**config.mk**
```make
export PLATFORM = sky130hd
export DESIGN_NAME = half_bridge_timing_config_regs
export DESIGN_NICKNAME = d
export VERILOG_FILES = /design/src/design/hb_cfg_pkg.sv /design/src/design/half_bridge_channel_cfg.sv /design/src/design/half_bridge_timing_config_regs.sv
export SDC_FILE = /design/constraint.sdc
export NUM_CORES = 1
export LEC_CHECK = 0
export BUFFER_PORTS_ARGS = -buffer_cell sky130_fd_sc_hd__buf_2
export CAP_MARGIN = 20
export CORE_MARGIN = 5
export CORE_UTILIZATION = 55
export DETAILED_ROUTE_END_ITERATION = 7
export PLACE_DENSITY = 0.95
export SLEW_MARGIN = 40
export SYNTH_ARGS = -nofsm -noshare
export SYNTH_HDL_FRONTEND = slang
export SYNTH_SLANG_ARGS = --single-unit
```
**constraint.sdc**
```tcl
create_clock -name mclk -period 2.8 [get_ports mclk]
set_input_delay 0.14 -clock mclk [delete_from_list [all_inputs] [get_ports mclk]]
set_output_delay 0.14 -clock mclk [all_outputs]
set_load 0.02 [all_outputs]
```
**src/design/hb_cfg_pkg.sv**
```systemverilog
// Shared constants, field layouts and carriers for the half-bridge timing configuration slice
package hb_cfg_pkg;

  // Clock and derived time base
  localparam int CLK_PERIOD_NS = 10;
  localparam int NUM_CHAN      = 4;
  localparam int CNT_W         = 10;

  // Register addresses, taken from the frame address bits A3..A0
  localparam logic [3:0] ADDR_PWM_SOURCE_SELECT = 4'h3;
  localparam logic [3:0] ADDR_CALIBRATION_CTRL  = 4'h4;
  localparam logic [3:0] ADDR_CHAN_CONFIG_A0    = 4'h5;
  localparam logic [3:0] ADDR_CHAN_CONFIG_A3    = 4'h8;

  // Source select bit positions, one per channel, every second bit
  localparam int PWM_SEL_POS0 = 0;
  localparam int PWM_SEL_STEP = 2;

  // Calibration word layout
  localparam int CAL_DLY_MSB = 10;
  localparam int CAL_DLY_LSB = 7;
  localparam int CAL_PC_MSB  = 6;
  localparam int CAL_PC_LSB  = 3;
  localparam int CAL_SEL_MSB = 2;
  localparam int CAL_SEL_LSB = 0;
  localparam logic [2:0] CAL_SEL_FIRST = 3'h1;
  localparam logic [2:0] CAL_SEL_LAST  = 3'h4;

  // Configuration-A word layout; bit 10 set marks configuration B
  localparam int CFG_B_MARK_POS = 10;
  localparam int BLANK_MSB      = 9;
  localparam int BLANK_LSB      = 8;
  localparam int FALL_I_MSB     = 7;
  localparam int FALL_I_LSB     = 5;
  localparam int RISE_I_MSB     = 4;
  localparam int RISE_I_LSB     = 2;
  localparam int PC_DUR_MSB     = 1;
  localparam int PC_DUR_LSB     = 0;

  // Reset values
  localparam logic [3:0] PWM_SEL_RESET = 4'h0;
  localparam logic [2:0] CAL_SEL_RESET = 3'h0;
  localparam logic [3:0] CAL_DLY_RESET = 4'h0;
  localparam logic [3:0] CAL_PC_RESET  = 4'h0;
  localparam logic [1:0] BLANK_RESET   = 2'h0;
  localparam logic [2:0] FALL_I_RESET  = 3'h0;
  localparam logic [2:0] RISE_I_RESET  = 3'h0;
  localparam logic [1:0] PC_DUR_RESET  = 2'h0;

  // Times in ns: base at code zero and step per code
  localparam int CAL_DLY_BASE_NS = 350;
  localparam int CAL_DLY_STEP_NS = 200;
  localparam int CAL_PC_BASE_NS  = 50;
  localparam int CAL_PC_STEP_NS  = 100;
  localparam int BLANK_BASE_NS   = 1000;
  localparam int BLANK_STEP_NS   = 1000;
  localparam int PC_DUR_BASE_NS  = 100;
  localparam int PC_DUR_STEP_NS  = 100;

  // Least times, so cycle counts round up
  localparam int CAL_DLY_BASE_CYC = (CAL_DLY_BASE_NS + CLK_PERIOD_NS - 1) / CLK_PERIOD_NS;
  localparam int CAL_DLY_STEP_CYC = (CAL_DLY_STEP_NS + CLK_PERIOD_NS - 1) / CLK_PERIOD_NS;
  localparam int CAL_PC_BASE_CYC  = (CAL_PC_BASE_NS + CLK_PERIOD_NS - 1) / CLK_PERIOD_NS;
  localparam int CAL_PC_STEP_CYC  = (CAL_PC_STEP_NS + CLK_PERIOD_NS - 1) / CLK_PERIOD_NS;
  localparam int BLANK_BASE_CYC   = (BLANK_BASE_NS + CLK_PERIOD_NS - 1) / CLK_PERIOD_NS;
  localparam int BLANK_STEP_CYC   = (BLANK_STEP_NS + CLK_PERIOD_NS - 1) / CLK_PERIOD_NS;
  localparam int PC_DUR_BASE_CYC  = (PC_DUR_BASE_NS + CLK_PERIOD_NS - 1) / CLK_PERIOD_NS;
  localparam int PC_DUR_STEP_CYC  = (PC_DUR_STEP_NS + CLK_PERIOD_NS - 1) / CLK_PERIOD_NS;

  // Decoded register write from the serial frame logic
  typedef struct packed {
    logic [3:0]  addr;
    logic [10:0] data;
  } reg_wr_t;

  // Per-channel configuration-A fields
  typedef struct packed {
    logic [1:0] cross_conduction_blank;
    logic [2:0] fall_precharge_current;
    logic [2:0] rise_precharge_current;
    logic [1:0] precharge_duration;
  } chan_cfg_t;

  // Per-channel settings handed to the gate-drive stage
  typedef struct packed {
    chan_cfg_t        codes;
    logic [CNT_W-1:0] blank_cycles;
    logic [CNT_W-1:0] precharge_cycles;
    logic             pwm_drive;
  } chan_out_t;

  // Calibration settings handed to the calibration unit
  typedef struct packed {
    logic             enable;
    logic [3:0]       channel_onehot;
    logic [CNT_W-1:0] slope_end_delay_cycles;
    logic [CNT_W-1:0] precharge_cycles;
  } cal_out_t;

endpackage

```
**src/design/half_bridge_channel_cfg.sv**
```systemverilog
// One half-bridge channel: configuration-A register, timing decode and PWM source mux
`timescale 1ns/1ps
module half_bridge_channel_cfg
  import hb_cfg_pkg::*;
#(
  parameter logic [3:0] CHAN_ADDR = ADDR_CHAN_CONFIG_A0
) (
  input  wire logic      mclk,
  input  wire logic      rstn,
  input  wire logic      wr_valid,
  input  wire reg_wr_t   wr,
  input  wire logic      pwm_source_sel,
  input  wire logic      pwm_a_sync,
  input  wire logic      pwm_b_sync,
  output logic           cfg_hit,
  output chan_out_t      chan_out
);

  chan_cfg_t        cfg_q;
  chan_cfg_t        codes_q;
  logic [CNT_W-1:0] blank_cyc_q;
  logic [CNT_W-1:0] pc_cyc_q;
  logic             pwm_drive_q;
  logic             hit;

  // Bit 10 set addresses configuration B, which lives in another block
  assign hit = wr_valid && (wr.addr == CHAN_ADDR) && !wr.data[CFG_B_MARK_POS];
  assign cfg_hit = hit;

  always_ff @(posedge mclk) begin
    if (!rstn) begin
      cfg_q <= '{BLANK_RESET, FALL_I_RESET, RISE_I_RESET, PC_DUR_RESET};
    end else if (hit) begin
      cfg_q.cross_conduction_blank <= wr.data[BLANK_MSB:BLANK_LSB];
      cfg_q.fall_precharge_current <= wr.data[FALL_I_MSB:FALL_I_LSB];
      cfg_q.rise_precharge_current <= wr.data[RISE_I_MSB:RISE_I_LSB];
      cfg_q.precharge_duration     <= wr.data[PC_DUR_MSB:PC_DUR_LSB];
    end
  end

  // Codes are decoded from the stored word so outputs follow one cycle later
  always_ff @(posedge mclk) begin
    if (!rstn) begin
      codes_q     <= '{BLANK_RESET, FALL_I_RESET, RISE_I_RESET, PC_DUR_RESET};
      blank_cyc_q <= CNT_W'(BLANK_BASE_CYC);
      pc_cyc_q    <= CNT_W'(PC_DUR_BASE_CYC);
    end else begin
      codes_q     <= cfg_q;
      blank_cyc_q <= CNT_W'(BLANK_BASE_CYC + BLANK_STEP_CYC * int'(cfg_q.cross_conduction_blank));
      pc_cyc_q    <= CNT_W'(PC_DUR_BASE_CYC + PC_DUR_STEP_CYC * int'(cfg_q.precharge_duration));
    end
  end

  always_ff @(posedge mclk) begin
    if (!rstn) begin
      pwm_drive_q <= 1'b0;
    end else begin
      pwm_drive_q <= pwm_source_sel ? pwm_b_sync : pwm_a_sync;
    end
  end

  // One driver for the whole carrier; every field comes from a flop
  assign chan_out = '{codes: codes_q, blank_cycles: blank_cyc_q, precharge_cycles: pc_cyc_q, pwm_drive: pwm_drive_q};

endmodule

```
**src/design/half_bridge_timing_config_regs.sv**
```systemverilog
// Register slice for PWM source select, calibration control and per-channel configuration A
`timescale 1ns/1ps
module half_bridge_timing_config_regs
  import hb_cfg_pkg::*;
#(
  parameter int NCHAN = NUM_CHAN
) (
  input  wire logic                 mclk,
  input  wire logic                 rstn,
  input  wire logic                 wr_valid,
  input  wire reg_wr_t              wr,
  input  wire logic                 pwm_input_a,
  input  wire logic                 pwm_input_b,
  input  wire logic [NCHAN-1:0]     channel_output_enable,
  output logic                      wr_taken,
  output logic                      wr_while_enabled,
  output logic [NCHAN-1:0]          pwm_source_sel,
  output cal_out_t                  cal_out,
  output chan_out_t [NCHAN-1:0]     chan_out
);

  // Widest code of each field, from its bit span
  localparam int BLANK_CODE_MAX   = (1 << (BLANK_MSB - BLANK_LSB + 1)) - 1;
  localparam int PC_DUR_CODE_MAX  = (1 << (PC_DUR_MSB - PC_DUR_LSB + 1)) - 1;
  localparam int CAL_DLY_CODE_MAX = (1 << (CAL_DLY_MSB - CAL_DLY_LSB + 1)) - 1;
  localparam int CAL_PC_CODE_MAX  = (1 << (CAL_PC_MSB - CAL_PC_LSB + 1)) - 1;

  // Largest decoded counts; each must fit the count outputs
  localparam int BLANK_MAX_CYC    = BLANK_BASE_CYC + BLANK_STEP_CYC * BLANK_CODE_MAX;
  localparam int PC_DUR_MAX_CYC   = PC_DUR_BASE_CYC + PC_DUR_STEP_CYC * PC_DUR_CODE_MAX;
  localparam int CAL_DLY_MAX_CYC  = CAL_DLY_BASE_CYC + CAL_DLY_STEP_CYC * CAL_DLY_CODE_MAX;
  localparam int CAL_PC_MAX_CYC   = CAL_PC_BASE_CYC + CAL_PC_STEP_CYC * CAL_PC_CODE_MAX;
  localparam int CNT_LIMIT        = 1 << CNT_W;
  localparam int SEL_TOP_POS      = PWM_SEL_POS0 + PWM_SEL_STEP * (NCHAN - 1);
  localparam int DATA_W           = $bits(wr.data);

  // Elaboration checks: the logic below serves the four-channel layout only
  if (NCHAN != NUM_CHAN) begin : g_bad_nchan
    $error("half_bridge_timing_config_regs: channel count must be 4");
  end

  if (SEL_TOP_POS >= DATA_W) begin : g_bad_sel_pos
    $error("half_bridge_timing_config_regs: source select bits exceed the data word");
  end

  if (int'(ADDR_CHAN_CONFIG_A0) + NCHAN - 1 != int'(ADDR_CHAN_CONFIG_A3)) begin : g_bad_addr
    $error("half_bridge_timing_config_regs: configuration-A addresses must be consecutive");
  end

  if (int'(CAL_SEL_LAST) - int'(CAL_SEL_FIRST) + 1 != NCHAN) begin : g_bad_cal_sel
    $error("half_bridge_timing_config_regs: calibration select must cover every channel");
  end

  // Counts too wide for the outputs would wrap silently in the drive stages
  if (BLANK_MAX_CYC >= CNT_LIMIT || PC_DUR_MAX_CYC >= CNT_LIMIT) begin : g_bad_chan_cnt
    $error("half_bridge_timing_config_regs: channel counts exceed the count width");
  end

  if (CAL_DLY_MAX_CYC >= CNT_LIMIT || CAL_PC_MAX_CYC >= CNT_LIMIT) begin : g_bad_cal_cnt
    $error("half_bridge_timing_config_regs: calibration counts exceed the count width");
  end

  // Two-stage synchronisers for the asynchronous PWM pins
  logic [1:0] pwm_a_sync_q;
  logic [1:0] pwm_b_sync_q;

  always_ff @(posedge mclk) begin
    if (!rstn) begin
      pwm_a_sync_q <= 2'h0;
    end else begin
      pwm_a_sync_q <= {pwm_a_sync_q[0], pwm_input_a};
    end
  end

  always_ff @(posedge mclk) begin
    if (!rstn) begin
      pwm_b_sync_q <= 2'h0;
    end else begin
      pwm_b_sync_q <= {pwm_b_sync_q[0], pwm_input_b};
    end
  end

  logic hit_pwm_sel;
  logic hit_cal;
  logic [NCHAN-1:0] hit_chan;
  logic [NCHAN-1:0] chan_hit_enabled;

  assign hit_pwm_sel = wr_valid && (wr.addr == ADDR_PWM_SOURCE_SELECT);
  assign hit_cal     = wr_valid && (wr.addr == ADDR_CALIBRATION_CTRL);

  logic [NCHAN-1:0] pwm_sel_d;

  always_comb begin
    pwm_sel_d = pwm_source_sel;
    if (hit_pwm_sel) begin
      for (int i = 0; i < NCHAN; i++) begin
        pwm_sel_d[i] = wr.data[PWM_SEL_POS0 + PWM_SEL_STEP * i];
      end
    end
  end

  // Odd data bits of this word are ignored
  always_ff @(posedge mclk) begin
    if (!rstn) begin
      pwm_source_sel <= NCHAN'(PWM_SEL_RESET);
    end else begin
      pwm_source_sel <= pwm_sel_d;
    end
  end

  logic [3:0] cal_dly_q;
  logic [3:0] cal_pc_q;
  logic [2:0] cal_sel_q;

  always_ff @(posedge mclk) begin
    if (!rstn) begin
      cal_dly_q <= CAL_DLY_RESET;
      cal_pc_q  <= CAL_PC_RESET;
      cal_sel_q <= CAL_SEL_RESET;
    end else if (hit_cal) begin
      cal_dly_q <= wr.data[CAL_DLY_MSB:CAL_DLY_LSB];
      cal_pc_q  <= wr.data[CAL_PC_MSB:CAL_PC_LSB];
      cal_sel_q <= wr.data[CAL_SEL_MSB:CAL_SEL_LSB];
    end
  end

  logic       cal_sel_valid;
  logic [3:0] cal_onehot;

  always_comb begin
    cal_sel_valid = (cal_sel_q >= CAL_SEL_FIRST) && (cal_sel_q <= CAL_SEL_LAST);
    cal_onehot    = 4'h0;
    if (cal_sel_valid) begin
      cal_onehot[2'(cal_sel_q - CAL_SEL_FIRST)] = 1'b1;
    end
  end

  cal_out_t cal_d;

  always_comb begin
    cal_d.enable                 = cal_sel_valid;
    cal_d.channel_onehot         = cal_onehot;
    cal_d.slope_end_delay_cycles = CNT_W'(CAL_DLY_BASE_CYC + CAL_DLY_STEP_CYC * int'(cal_dly_q));
    cal_d.precharge_cycles       = CNT_W'(CAL_PC_BASE_CYC + CAL_PC_STEP_CYC * int'(cal_pc_q));
  end

  // Registered so the calibration unit never sees a half-decoded word
  always_ff @(posedge mclk) begin
    if (!rstn) begin
      cal_out.enable                 <= 1'b0;
      cal_out.channel_onehot         <= 4'h0;
      cal_out.slope_end_delay_cycles <= CNT_W'(CAL_DLY_BASE_CYC);
      cal_out.precharge_cycles       <= CNT_W'(CAL_PC_BASE_CYC);
    end else begin
      cal_out <= cal_d;
    end
  end

  // One configuration-A register per channel at consecutive addresses
  for (genvar c = 0; c < NCHAN; c++) begin : g_chan
    half_bridge_channel_cfg #(
      .CHAN_ADDR (4'(ADDR_CHAN_CONFIG_A0 + c))
    ) u_chan (
      .mclk           (mclk),
      .rstn           (rstn),
      .wr_valid       (wr_valid),
      .wr             (wr),
      .pwm_source_sel (pwm_source_sel[c]),
      .pwm_a_sync     (pwm_a_sync_q[1]),
      .pwm_b_sync     (pwm_b_sync_q[1]),
      .cfg_hit        (hit_chan[c]),
      .chan_out       (chan_out[c])
    );
  end

  // flag writes to an enabled channel
  // The write is still applied: the host owns this rule, the flag only makes misuse visible
  assign chan_hit_enabled = hit_chan & channel_output_enable;

  always_ff @(posedge mclk) begin
    if (!rstn) begin
      wr_while_enabled <= 1'b0;
    end else begin
      wr_while_enabled <= |chan_hit_enabled;
    end
  end

  always_ff @(posedge mclk) begin
    if (!rstn) begin
      wr_taken <= 1'b0;
    end else begin
      wr_taken <= hit_pwm_sel || hit_cal || (|hit_chan);
    end
  end

endmodule

```
==> metrics.txt, run 1 <==
Layout area overhead=18.7%; Final Wtd Congestion=0.838; Max Fclk=460 MHz; Worst Max-Slew Pin Slew=0.803 ns; Switching Share=22.6%; Sw Pwr=1.12 mW; Root Driver=clkbuf_16; clock buffer depth=2; crit path capture=cal_out[18]; Die Span Y=117 um; area of the core=0.0114 mm^2; largest net degree at the start of global routing=85; Slew headroom=46.3%; critical path depth=7; sum of negative setup slack=0 ns; count leader, synth=dfxtp_1; Final HPWL DP=9.54 mm; DRT Pass-1 Iters=8; WS Path Type=flop to flop; CTS tree=done; initial drt markers=382; min-delay worst type=input pin to flop; antenna violation net count after detailed routing=0; clk sinks=170; largest stage delay on the critical path=0.42 ns; ys async rst share=0%; Pleak=3.68 nW; Synth Instances=637; CP Launch Type=flop; Post-Syn Area=0.00634 mm^2; RSZ-0062 raised after global routing=false; sequential share of the synthesized area=53.7%; VDD IR max=0.442 mV; crit share post-route=77.6%; EDFF count, synth=0; total congestion overflow=0; synth top area cells=dfxtp_1, ha_1, buf_4; dpl cell area=0.00690 mm^2; CP Launch Point=cal_dly_q[3]; TritonCTS buffer count=17; Die Width=117 um; Port Buffers=146; GR Util All Layers=19.9%; Yosys top cell by area=dfxtp_1; Fin Clk Skew=0.0101 ns; top cells by count, synth=dfxtp_1, buf_4, nand2_1, inv_1; number of global-route vias before repair=4453; CP Buf/Inv Count=1; top cell type's share of synthesized area=53.7%; R2R Setup Slk=0.63 ns; Worst R2R End=cal_out[18]; post-layout util=66.2%; drt total wl=13.7 mm; PwrDens=659 mW/mm^2; Synth cell types=44; CP Cell Sequence=ha_1 -> ha_1 -> inv_1 -> fa_1 -> xor2_1 -> a2111o_1 -> a21oi_1; Critical-path top delay cell=a2111o_1; DR DRC count=0; outcome=complete, no violations; Final min period=2.17 ns; final hold vios=0; IO Count=179; Yosys warnings=0; Final Power=4.96 mW; top cell family by delay on the critical path=adder cells; Die Area=0.0138 mm^2; # diodes=0; #FFs+latches synth=170; Final #Nets=820; CP endpoint kind=flop; # H-tree levels=4; num rows=39; Clock Latency Late Sink=0.42 ns; MaxCap Viol Count=0; vias per cell=5.01; ys flop type=dfxtp_1; Cell Int Power=3.84 mW; critical path arrival=2.51 ns; Max Fanout on Critical Path=6; vias post-DR=4582; Crit path top cell by count=ha_1; combinational power share=4.5%; first-pass GRT wire length=22.3 mm; Reg clk slew, reported paths=0.07 ns; Initial Util=55.7%; Slew Limit Fails=0; antenna violations before repair=0; share of cells above drive strength 1=24.4%; total setup buffers inserted after CTS=0; part of the power in the clock network=46.2%; final number of setup-violating endpoints=0; Syn Area/Cell=9.95 um^2; Critical Path RT=3.14 ns; worst r2r src=cal_dly_q[3]; sequential share of power=49.4%; routed length per placed instance=15.0 um; R2R cell count=7; Final Cell Area=0.00752 mm^2
## kinds of logic after synthesis
| family | after synthesis | synth area share (%) |
|---|---|---|
| multiplexers | 25 | 3.97 |
| AND/OR/NAND/NOR | 180 | 14.8 |
| adder cells (fa/ha/maj) | 37 | 7.54 |
| buffers and inverters | 124 | 10.6 |
| XOR/XNOR | 17 | 2.35 |
| flip-flops | 170 | 53.7 |
| other | 2 | 0.118 |
| AO/OA/AOI/OAI | 82 | 6.95 |
## worst reg2reg max path: cells and delay by family, from the launching register on
| family | cells | cell delay [ns] |
|---|---|---|
| flip-flops | 1 | 0.36 |
| XOR/XNOR | 1 | 0.21 |
| AO/OA/AOI/OAI | 2 | 0.54 |
| adder cells (fa/ha/maj) | 3 | 0.93 |
| buffers and inverters | 1 | 0.07 |
## repair_timing
action / CTS / global route
endpoints found under the hold margin: 3 / 0
gates resized for setup: 0 / 0
endpoints found under the setup margin: 0 / 0
hold buffers: 4 / 0
## sequential cells by signal (all words and copies together), names as in the netlist
| signal | cells |
|---|---|
| cal_dly_q | 4 |
| cal_out | 21 |
| cal_pc_q | 4 |
| cal_sel_q | 3 |
| g_chan.u_chan.blank_cyc_q | 28 |
| g_chan.u_chan.cfg_q | 40 |
| g_chan.u_chan.chan_out | 40 |
| g_chan.u_chan.pc_cyc_q | 16 |
| g_chan.u_chan.pwm_drive_q | 4 |
| pwm_a_sync_q | 2 |
| pwm_b_sync_q | 2 |
| pwm_source_sel | 4 |
| wr_taken | 1 |
| wr_while_enabled | 1 |
## how the worst min path moves through the flow
stage | start | end | depth (start not counted)
6_report | wr[5] | g_chan[3].u_chan.cfg_q[5] | 3
4_1_cts | wr[5] | g_chan[3].u_chan.cfg_q[5] | 3
5_1_grt | wr[5] | g_chan[3].u_chan.cfg_q[5] | 3
3_3_place_gp | pwm_input_b | pwm_b_sync_q[0] | 2
2_1_floorplan | pwm_input_a | pwm_a_sync_q[0] | 1
3_5_place_dp | pwm_input_b | pwm_b_sync_q[0] | 2
## placed cells by master (no fill, tap or decap), drive strengths merged, types with 2 or more instances in the layout
cell type    netlist  final
nand3             39     39
and3b              5      5
buf               61    151
nand3b             2      2
clkbuf            21     19
mux2i             24     24
o21ai             35     35
and2              37     37
nand2             45     45
xor2              12     12
bufinv             0      2
xnor2              5      5
dfxtp            170    170
dlygate4sd3        0      4
conb               2     32
nor2b              2      2
and4b              2      2
nor4b              3      3
o311ai             2      2
nor3b              2      2
nand4              3      3
ha                35     35
nor2              30     30
a21o               2      2
clkinv             0      6
nand2b             3      3
a21oi             39     39
inv               42     44
or3b               2      2
clkinvlp           0      3
fa                 2      2
## layout make-up
| class | count | area (um^2) |
|---|---|---|
| clock buffers | 19 | 443 |
| clock inverters | 13 | 145 |
| fillers | 889 | 3850 |
| inverters | 42 | 158 |
| multi-input cells | 373 | 2390 |
| flip-flops and latches | 170 | 3400 |
| well taps | 143 | 179 |
| repair buffers | 155 | 808 |
## stage by stage
stage | std cells | hold slack, ns | worst slack (ns)
2_1_floorplan | 667 | 0.267 | 0.890
3_3_place_gp | 879 | 0.351 | 0.835
3_5_place_dp | 879 | 0.350 | 0.740
4_1_cts | 915 | 0.00294 | 0.634
5_1_grt | 915 | 0.0209 | 0.563
6_report | 915 | 0.0187 | 0.628
## power by group through the flow
stage / logic [mW] / clock network [mW] / registers, mW
4_1_cts: 0.219 / 2.33 / 2.45
5_1_grt: 0.240 / 2.43 / 2.45
3_3_place_gp: 0.210 / 0 / 2.50
3_5_place_dp: 0.214 / 0 / 2.50
2_1_floorplan: 0.173 / 0 / 2.51
6_report: 0.221 / 2.29 / 2.45
## metal layers
layer | global-route usage, % | wire, um | vias up
li1 | - | - | 2230
met3 | 5.34 | 1100 | 33
met1 | 24.5 | 5590 | 2116
met5 | 0 | 0 | -
met2 | 32.4 | 6630 | 203
met4 | 9.06 | 418 | 0
Power figures use the tool's default switching activity.
==> run 2, diff against run 1 <==
--- a/config.mk
+++ b/config.mk
@@ -8,9 +8,9 @@
 export BUFFER_PORTS_ARGS = -buffer_cell sky130_fd_sc_hd__buf_2
 export CAP_MARGIN = 20
 export CORE_MARGIN = 5
-export CORE_UTILIZATION = 55
+export CORE_UTILIZATION = 52
 export DETAILED_ROUTE_END_ITERATION = 7
-export PLACE_DENSITY = 0.95
+export PLACE_DENSITY = 0.92
 export SLEW_MARGIN = 40
 export SYNTH_ARGS = -nofsm -noshare
 export SYNTH_HDL_FRONTEND = slang
==> constraint.sdc (replaced) <==
create_clock -name mclk -period 2.3 [get_ports mclk]
set_input_delay 0.115 -clock mclk [delete_from_list [all_inputs] [get_ports mclk]]
set_output_delay 0.115 -clock mclk [all_outputs]
set_load 0.02 [all_outputs]
==> run 2 against run 1 <==
Count of clock-buffer cells in the layout rose by 3. Final cell count rose by 1.5%. Fmax grew 3.4%. Sequential cell count did not move. Critical path type unchanged. Critical path depth is the same. Non-clock buffer count increased by 10. Worst setup slack worse by 0.43 ns. Sequential share of layout area decreased by 0.51 points.
==> metrics.txt, run 2 (same netlist as run 1, synthesis figures left out) <==
R2R Setup Slk=0.20 ns; Initial Util=53.0%; antenna violation net count after detailed routing=0; total congestion overflow=0; # H-tree levels=4; Slew headroom=50.2%; met3 global-route usage=5.99%; CP endpoint kind=flop; most common cell after layout, fill and taps aside=dfxtp_1; DRT Pass-1 Iters=4; part of the power in the clock network=45.2%; min-delay worst type=input pin to flop; CTS tree=done; crit share post-route=91.3%; outcome=complete, no violations; final number of setup-violating endpoints=0; Max Fclk=476 MHz; Critical Path RT=2.65 ns; initial drt markers=284; Port Buffers=146; Layout area overhead=20.0%; PwrDens=783 mW/mm^2; vias post-DR=4560; most frequent cells in the layout=dfxtp_1, buf_2, nand2_1; WS Path Type=flop to flop; sequential share of power=50.0%; final hold vios=0; Pleak=3.72 nW; R2R cell count=7; sum of negative setup slack=0 ns; CP Launch Type=flop; met1 Track Usage GR=24.2%; VDD IR max=0.480 mV; Final HPWL DP=9.76 mm; Switching Share=22.4%; Worst R2R End=cal_out[18]; Final min period=2.10 ns; GR Util met2=31.7%; drt total wl=14.0 mm; worst r2r src=cal_dly_q[3]; first-pass GRT wire length=21.9 mm; Fin Clk Skew=0.00619 ns; Die Area=0.0145 mm^2; total setup buffers inserted after CTS=0; WHS Endpoint=g_chan[3].u_chan.cfg_q[2]; Die Span Y=120 um; share of cells above drive strength 1=24.3%; Final Wtd Congestion=0.799; IO Count=179; vias per cell=4.91; RSZ-0062 raised after global routing=false; Die Width=120 um; GR Util All Layers=19.4%; clock buffer depth=2; Hold Path Stages=3; TritonCTS buffer count=17; combinational power share=4.8%; area of the core=0.0120 mm^2; Worst Max-Slew Pin Slew=0.745 ns; routed length per placed instance=15.0 um; GR peak layer=met2; post-layout util=63.6%; Root Driver=clkbuf_16; Cell Int Power=4.62 mW; # diodes=0; hold path start=wr[2]; Final #Nets=830; Clock Latency Late Sink=0.42 ns; cts hold-fix bufs=12; antenna violations before repair=0; Reg clk slew, reported paths=0.06 ns; Max Fanout on Critical Path=6; clk sinks=170; DR DRC count=0; MaxCap Viol Count=0; largest net degree at the start of global routing=85; num rows=40; cts repair resizes=0; Sw Pwr=1.34 mW; Slew Limit Fails=0; Filler Cells Inserted=954; critical path arrival=2.45 ns; number of global-route vias before repair=4374
==> run 2: cell types whose count changed in the layout (fill, tap and decap cells not counted), sizes merged <==
cell,delta
dlygate4sd3,+8
clkinv,-2
clkbuf,+3
buf,+2
bufinv,-1
inv,-1
clkinvlp,+1
==> run 2: layout make-up <==
class                           count  area [um^2]  area share, %
Clock buffer                       22          474           6.23
Clock inverter                     10         92.6           1.22
Inverter                           42          158           2.07
Multi-Input combinational cell    373         2380           31.3
Sequential cell                   170         3400           44.7
Tap cell                          147          184           2.42
Timing Repair Buffer              165          916           12.0
==> run 2: through the flow <==
step | instance area [um^2] | std cells | power, mW | setup WS (ns) | hold slack [ns]
finish | 7610 | 929 | 5.96 | 0.200 | 0.0379
global route | 7610 | 929 | 6.18 | 0.0899 | 0.0240
CTS | 7610 | 929 | 6.01 | 0.198 | 0.0149
detailed placement | 6920 | 885 | 3.31 | 0.226 | 0.338
global placement | 6920 | 885 | 3.31 | 0.342 | 0.336
floorplan | 6450 | 667 | 3.27 | 0.390 | 0.242
==> run 2: per-layer routing <==
layer  wire length, um  vias up
met3              1030       24
li1                  -     2254
met4               283        0
met2              6680      188
met1              5970     2094
met5                 0        -
==> run 2: critical path, stage by stage (launching register included) <==
cell and delay (ns):
dfxtp_1 0.37, ha_1 0.31, ha_1 0.16, inv_1 0.06
fa_1 0.38, xor2_1 0.21, a2111o_1 0.41, a21oi_1 0.13
==> run 2: how the worst max path moves through the flow <==
stage | start | to | slack, ns
after floorplan | cal_dly_q[3] | cal_out[18] | 0.39
after global placement | cal_dly_q[3] | cal_out[18] | 0.34
after detailed placement | cal_dly_q[3] | cal_out[18] | 0.23
after CTS | cal_dly_q[3] | cal_out[18] | 0.20
after global routing | cal_dly_q[3] | cal_out[18] | 0.09
final | cal_dly_q[3] | cal_out[18] | 0.20
==> run 2: power by group through the flow <==
stage,clock network (mW),registers [mW],logic [mW]
2_1_floorplan,0,3.06,0.211
3_3_place_gp,0,3.05,0.261
3_5_place_dp,0,3.05,0.266
4_1_cts,2.75,2.98,0.282
5_1_grt,2.89,2.98,0.307
6_report,2.69,2.98,0.285
==> run 3, diff against run 2 <==
--- a/config.mk
+++ b/config.mk
@@ -7,11 +7,14 @@
 export LEC_CHECK = 0
 export BUFFER_PORTS_ARGS = -buffer_cell sky130_fd_sc_hd__buf_2
 export CAP_MARGIN = 20
+export CELL_PAD_IN_SITES_DETAIL_PLACEMENT = 0
+export CELL_PAD_IN_SITES_GLOBAL_PLACEMENT = 2
 export CORE_MARGIN = 5
-export CORE_UTILIZATION = 52
+export CORE_UTILIZATION = 32
 export DETAILED_ROUTE_END_ITERATION = 7
-export PLACE_DENSITY = 0.92
+export PLACE_DENSITY = 0.91
 export SLEW_MARGIN = 40
 export SYNTH_ARGS = -nofsm -noshare
 export SYNTH_HDL_FRONTEND = slang
+export SYNTH_HIERARCHICAL = 1
 export SYNTH_SLANG_ARGS = --single-unit
==> run 3 against run 2 <==
Global-route usage decreased by 7.0 points. First-iteration DRC count decreased by 40%. Non-clock buffer count decreased by 5. Area after synthesis increased by 2.0%. Clock skew increased by 0.0068 ns. Largest cell class unchanged. Highest routed layer is now met5.
==> metrics.txt, run 3 <==
Layout area overhead=22.8%; critical path arrival=2.48 ns; top cell type's share of synthesized area=52.7%; Syn Area/Cell=10.3 um^2; Max Fanout on Critical Path=3; Post-Syn Area=0.00646 mm^2; synth top area cells=dfxtp_1, ha_1, mux2i_1; Worst Max-Slew Pin Slew=0.557 ns; initial drt markers=170; worst r2r src=cal_pc_q[1]; most frequent cells in the layout=dfxtp_1, buf_2, nand2_1; Critical Path RT=2.61 ns; DRT Pass-1 Iters=6; GR Util All Layers=12.4%; final hold vios=0; antenna violations before repair=1; Filler Cells Inserted=2043; outcome=complete, no violations; Final min period=2.16 ns; DR DRC count=0; top cells by count, synth=dfxtp_1, nand2_1, inv_1, buf_4, mux2i_1; number of global-route vias before repair=4004; Die Width=152 um; Switching Share=22.5%; routed length per placed instance=13.7 um; crit path capture=cal_out[7]; Yosys top cell by area=dfxtp_1; vias per cell=4.05; Final Cell Area=0.00794 mm^2; CP Launch Type=flop; IO Count=179; Slew Limit Fails=0; total congestion overflow=0; ys flop type=dfxtp_1; drt total wl=14.3 mm; #FFs+latches synth=170; area of the core=0.0200 mm^2; CP Launch Point=cal_pc_q[1]; dpl cell area=0.00722 mm^2; Pleak=4.23 nW; final number of setup-violating endpoints=0; clock buffer depth=2; largest net degree at the start of global routing=105; R2R Setup Slk=0.14 ns; MaxCap Viol Count=0; Port Buffers=146; combinational power share=4.4%; Final WS setup=0.135 ns; R2R cell count=6; Max Fclk=462 MHz; ys async rst share=0%; Sw Pwr=1.42 mW; EDFF count, synth=0; TritonCTS buffer count=17; Die Area=0.0231 mm^2; Clock Latency Late Sink=0.43 ns; share of cells above drive strength 1=25.5%; # diodes=0; Final Wtd Congestion=0.760; CP endpoint kind=flop; Synth cell types=44; vias post-DR=4238; antenna violation net count after detailed routing=0; Slew headroom=62.9%; post-layout util=39.6%; Initial Util=32.2%; min-delay worst type=input pin to flop; most common cell after layout, fill and taps aside=dfxtp_1; Fin Clk Skew=0.0130 ns; sequential share of the synthesized area=52.7%; PwrDens=792 mW/mm^2; Die Span Y=152 um; crit share post-route=94.1%; CTS tree=done; Final #Nets=828; Worst R2R End=cal_out[7]; first-pass GRT wire length=22.5 mm; VDD IR max=0.497 mV; post-place setup slack=0.0970 ns; clk sinks=170; sequential share of power=47.4%; Final Power=6.29 mW; Final HPWL DP=9.76 mm; Yosys warnings=6; Cell Int Power=4.87 mW; num rows=52; Synth Instances=628; count leader, synth=dfxtp_1; WS Path Type=flop to flop; Root Driver=clkbuf_16; Reg clk slew, reported paths=0.07 ns; # H-tree levels=4; RSZ-0062 raised after global routing=false; part of the power in the clock network=48.3%; sum of negative setup slack=0 ns
[run 3: what timing repair did]
action / 4_1_cts / 5_1_grt
buffers inserted: 0 / 1
hold endpoints to repair: 3 / 0
setup endpoints to repair: 0 / 1
resized for setup: 0 / 6
hold buffers: 5 / 0
[run 3: per-layer routing]
metal,routed length [um],share of wire [%],global-route usage (%),vias up
li1,-,-,-,2198
met1,6370,45,14.9,1909
met2,6790,47,20.2,110
met3,869,6.1,4.66,19
met4,265,1.9,4.79,2
met5,13,0.091,0,-
[run 3: metrics by stage]
| stage | instances | hold slack, ns |
|---|---|---|
| 2_1_floorplan | 654 | 0.242 |
| 3_3_place_gp | 1009 | 0.325 |
| 3_5_place_dp | 1009 | 0.324 |
| 4_1_cts | 1046 | 0.0101 |
| 5_1_grt | 1047 | 0.0274 |
| 6_report | 1047 | 0.0200 |
[run 3: worst min-delay path by stage]
stage / from / endpoint / slack, ns / cells past startpoint
after detailed placement: pwm_input_b / pwm_b_sync_q[0] / 0.32 / 2
after global placement: pwm_input_b / pwm_b_sync_q[0] / 0.32 / 2
final: wr[5] / g_chan[1].u_chan/cfg_q[5] / 0.02 / 3
after CTS: wr[5] / g_chan[1].u_chan/cfg_q[5] / 0.01 / 3
after floorplan: pwm_input_a / pwm_a_sync_q[0] / 0.24 / 1
after global routing: wr[5] / g_chan[1].u_chan/cfg_q[5] / 0.03 / 3
[run 3: worst max-delay path, stage by stage, from the launching register on]
cell	delay, ns
dfxtp_1	0.38
ha_4	0.23
ha_4	0.17
fa_2	0.56
nand4_1	0.14
and4b_1	0.22
or3_1	0.35
[run 3: power groups by stage]
stage | Combinational, mW | Clock (mW) | Sequential (mW)
6_report | 0.274 | 3.04 | 2.98
3_5_place_dp | 0.273 | 0 | 3.05
4_1_cts | 0.277 | 3.13 | 2.98
2_1_floorplan | 0.201 | 0 | 3.06
5_1_grt | 0.303 | 3.27 | 2.98
3_3_place_gp | 0.270 | 0 | 3.05
[run 3: area by class of cell]
cell class | count | area, um^2 | share of cell area [%]
clock buffer | 18 | 429 | 5.41
clock inverter | 14 | 194 | 2.44
inverter | 57 | 214 | 2.70
multi-input combinational | 358 | 2500 | 31.5
sequential | 170 | 3400 | 42.9
tap | 270 | 338 | 4.26
timing repair buffer | 160 | 863 | 10.9
[run 3: cells by family after synthesis]
| logic type | count (synthesis) | synth area share [%] |
|---|---|---|
| adders and majority gates | 40 | 7.98 |
| AOI/OAI and AO/OA | 41 | 4.30 |
| xor gates and xnor gates | 15 | 2.03 |
| DFF | 170 | 52.7 |
| other | 6 | 0.348 |
| and+or+nand+nor | 186 | 15.1 |
| muxes | 44 | 6.82 |
| buffers and inverters | 126 | 10.7 |
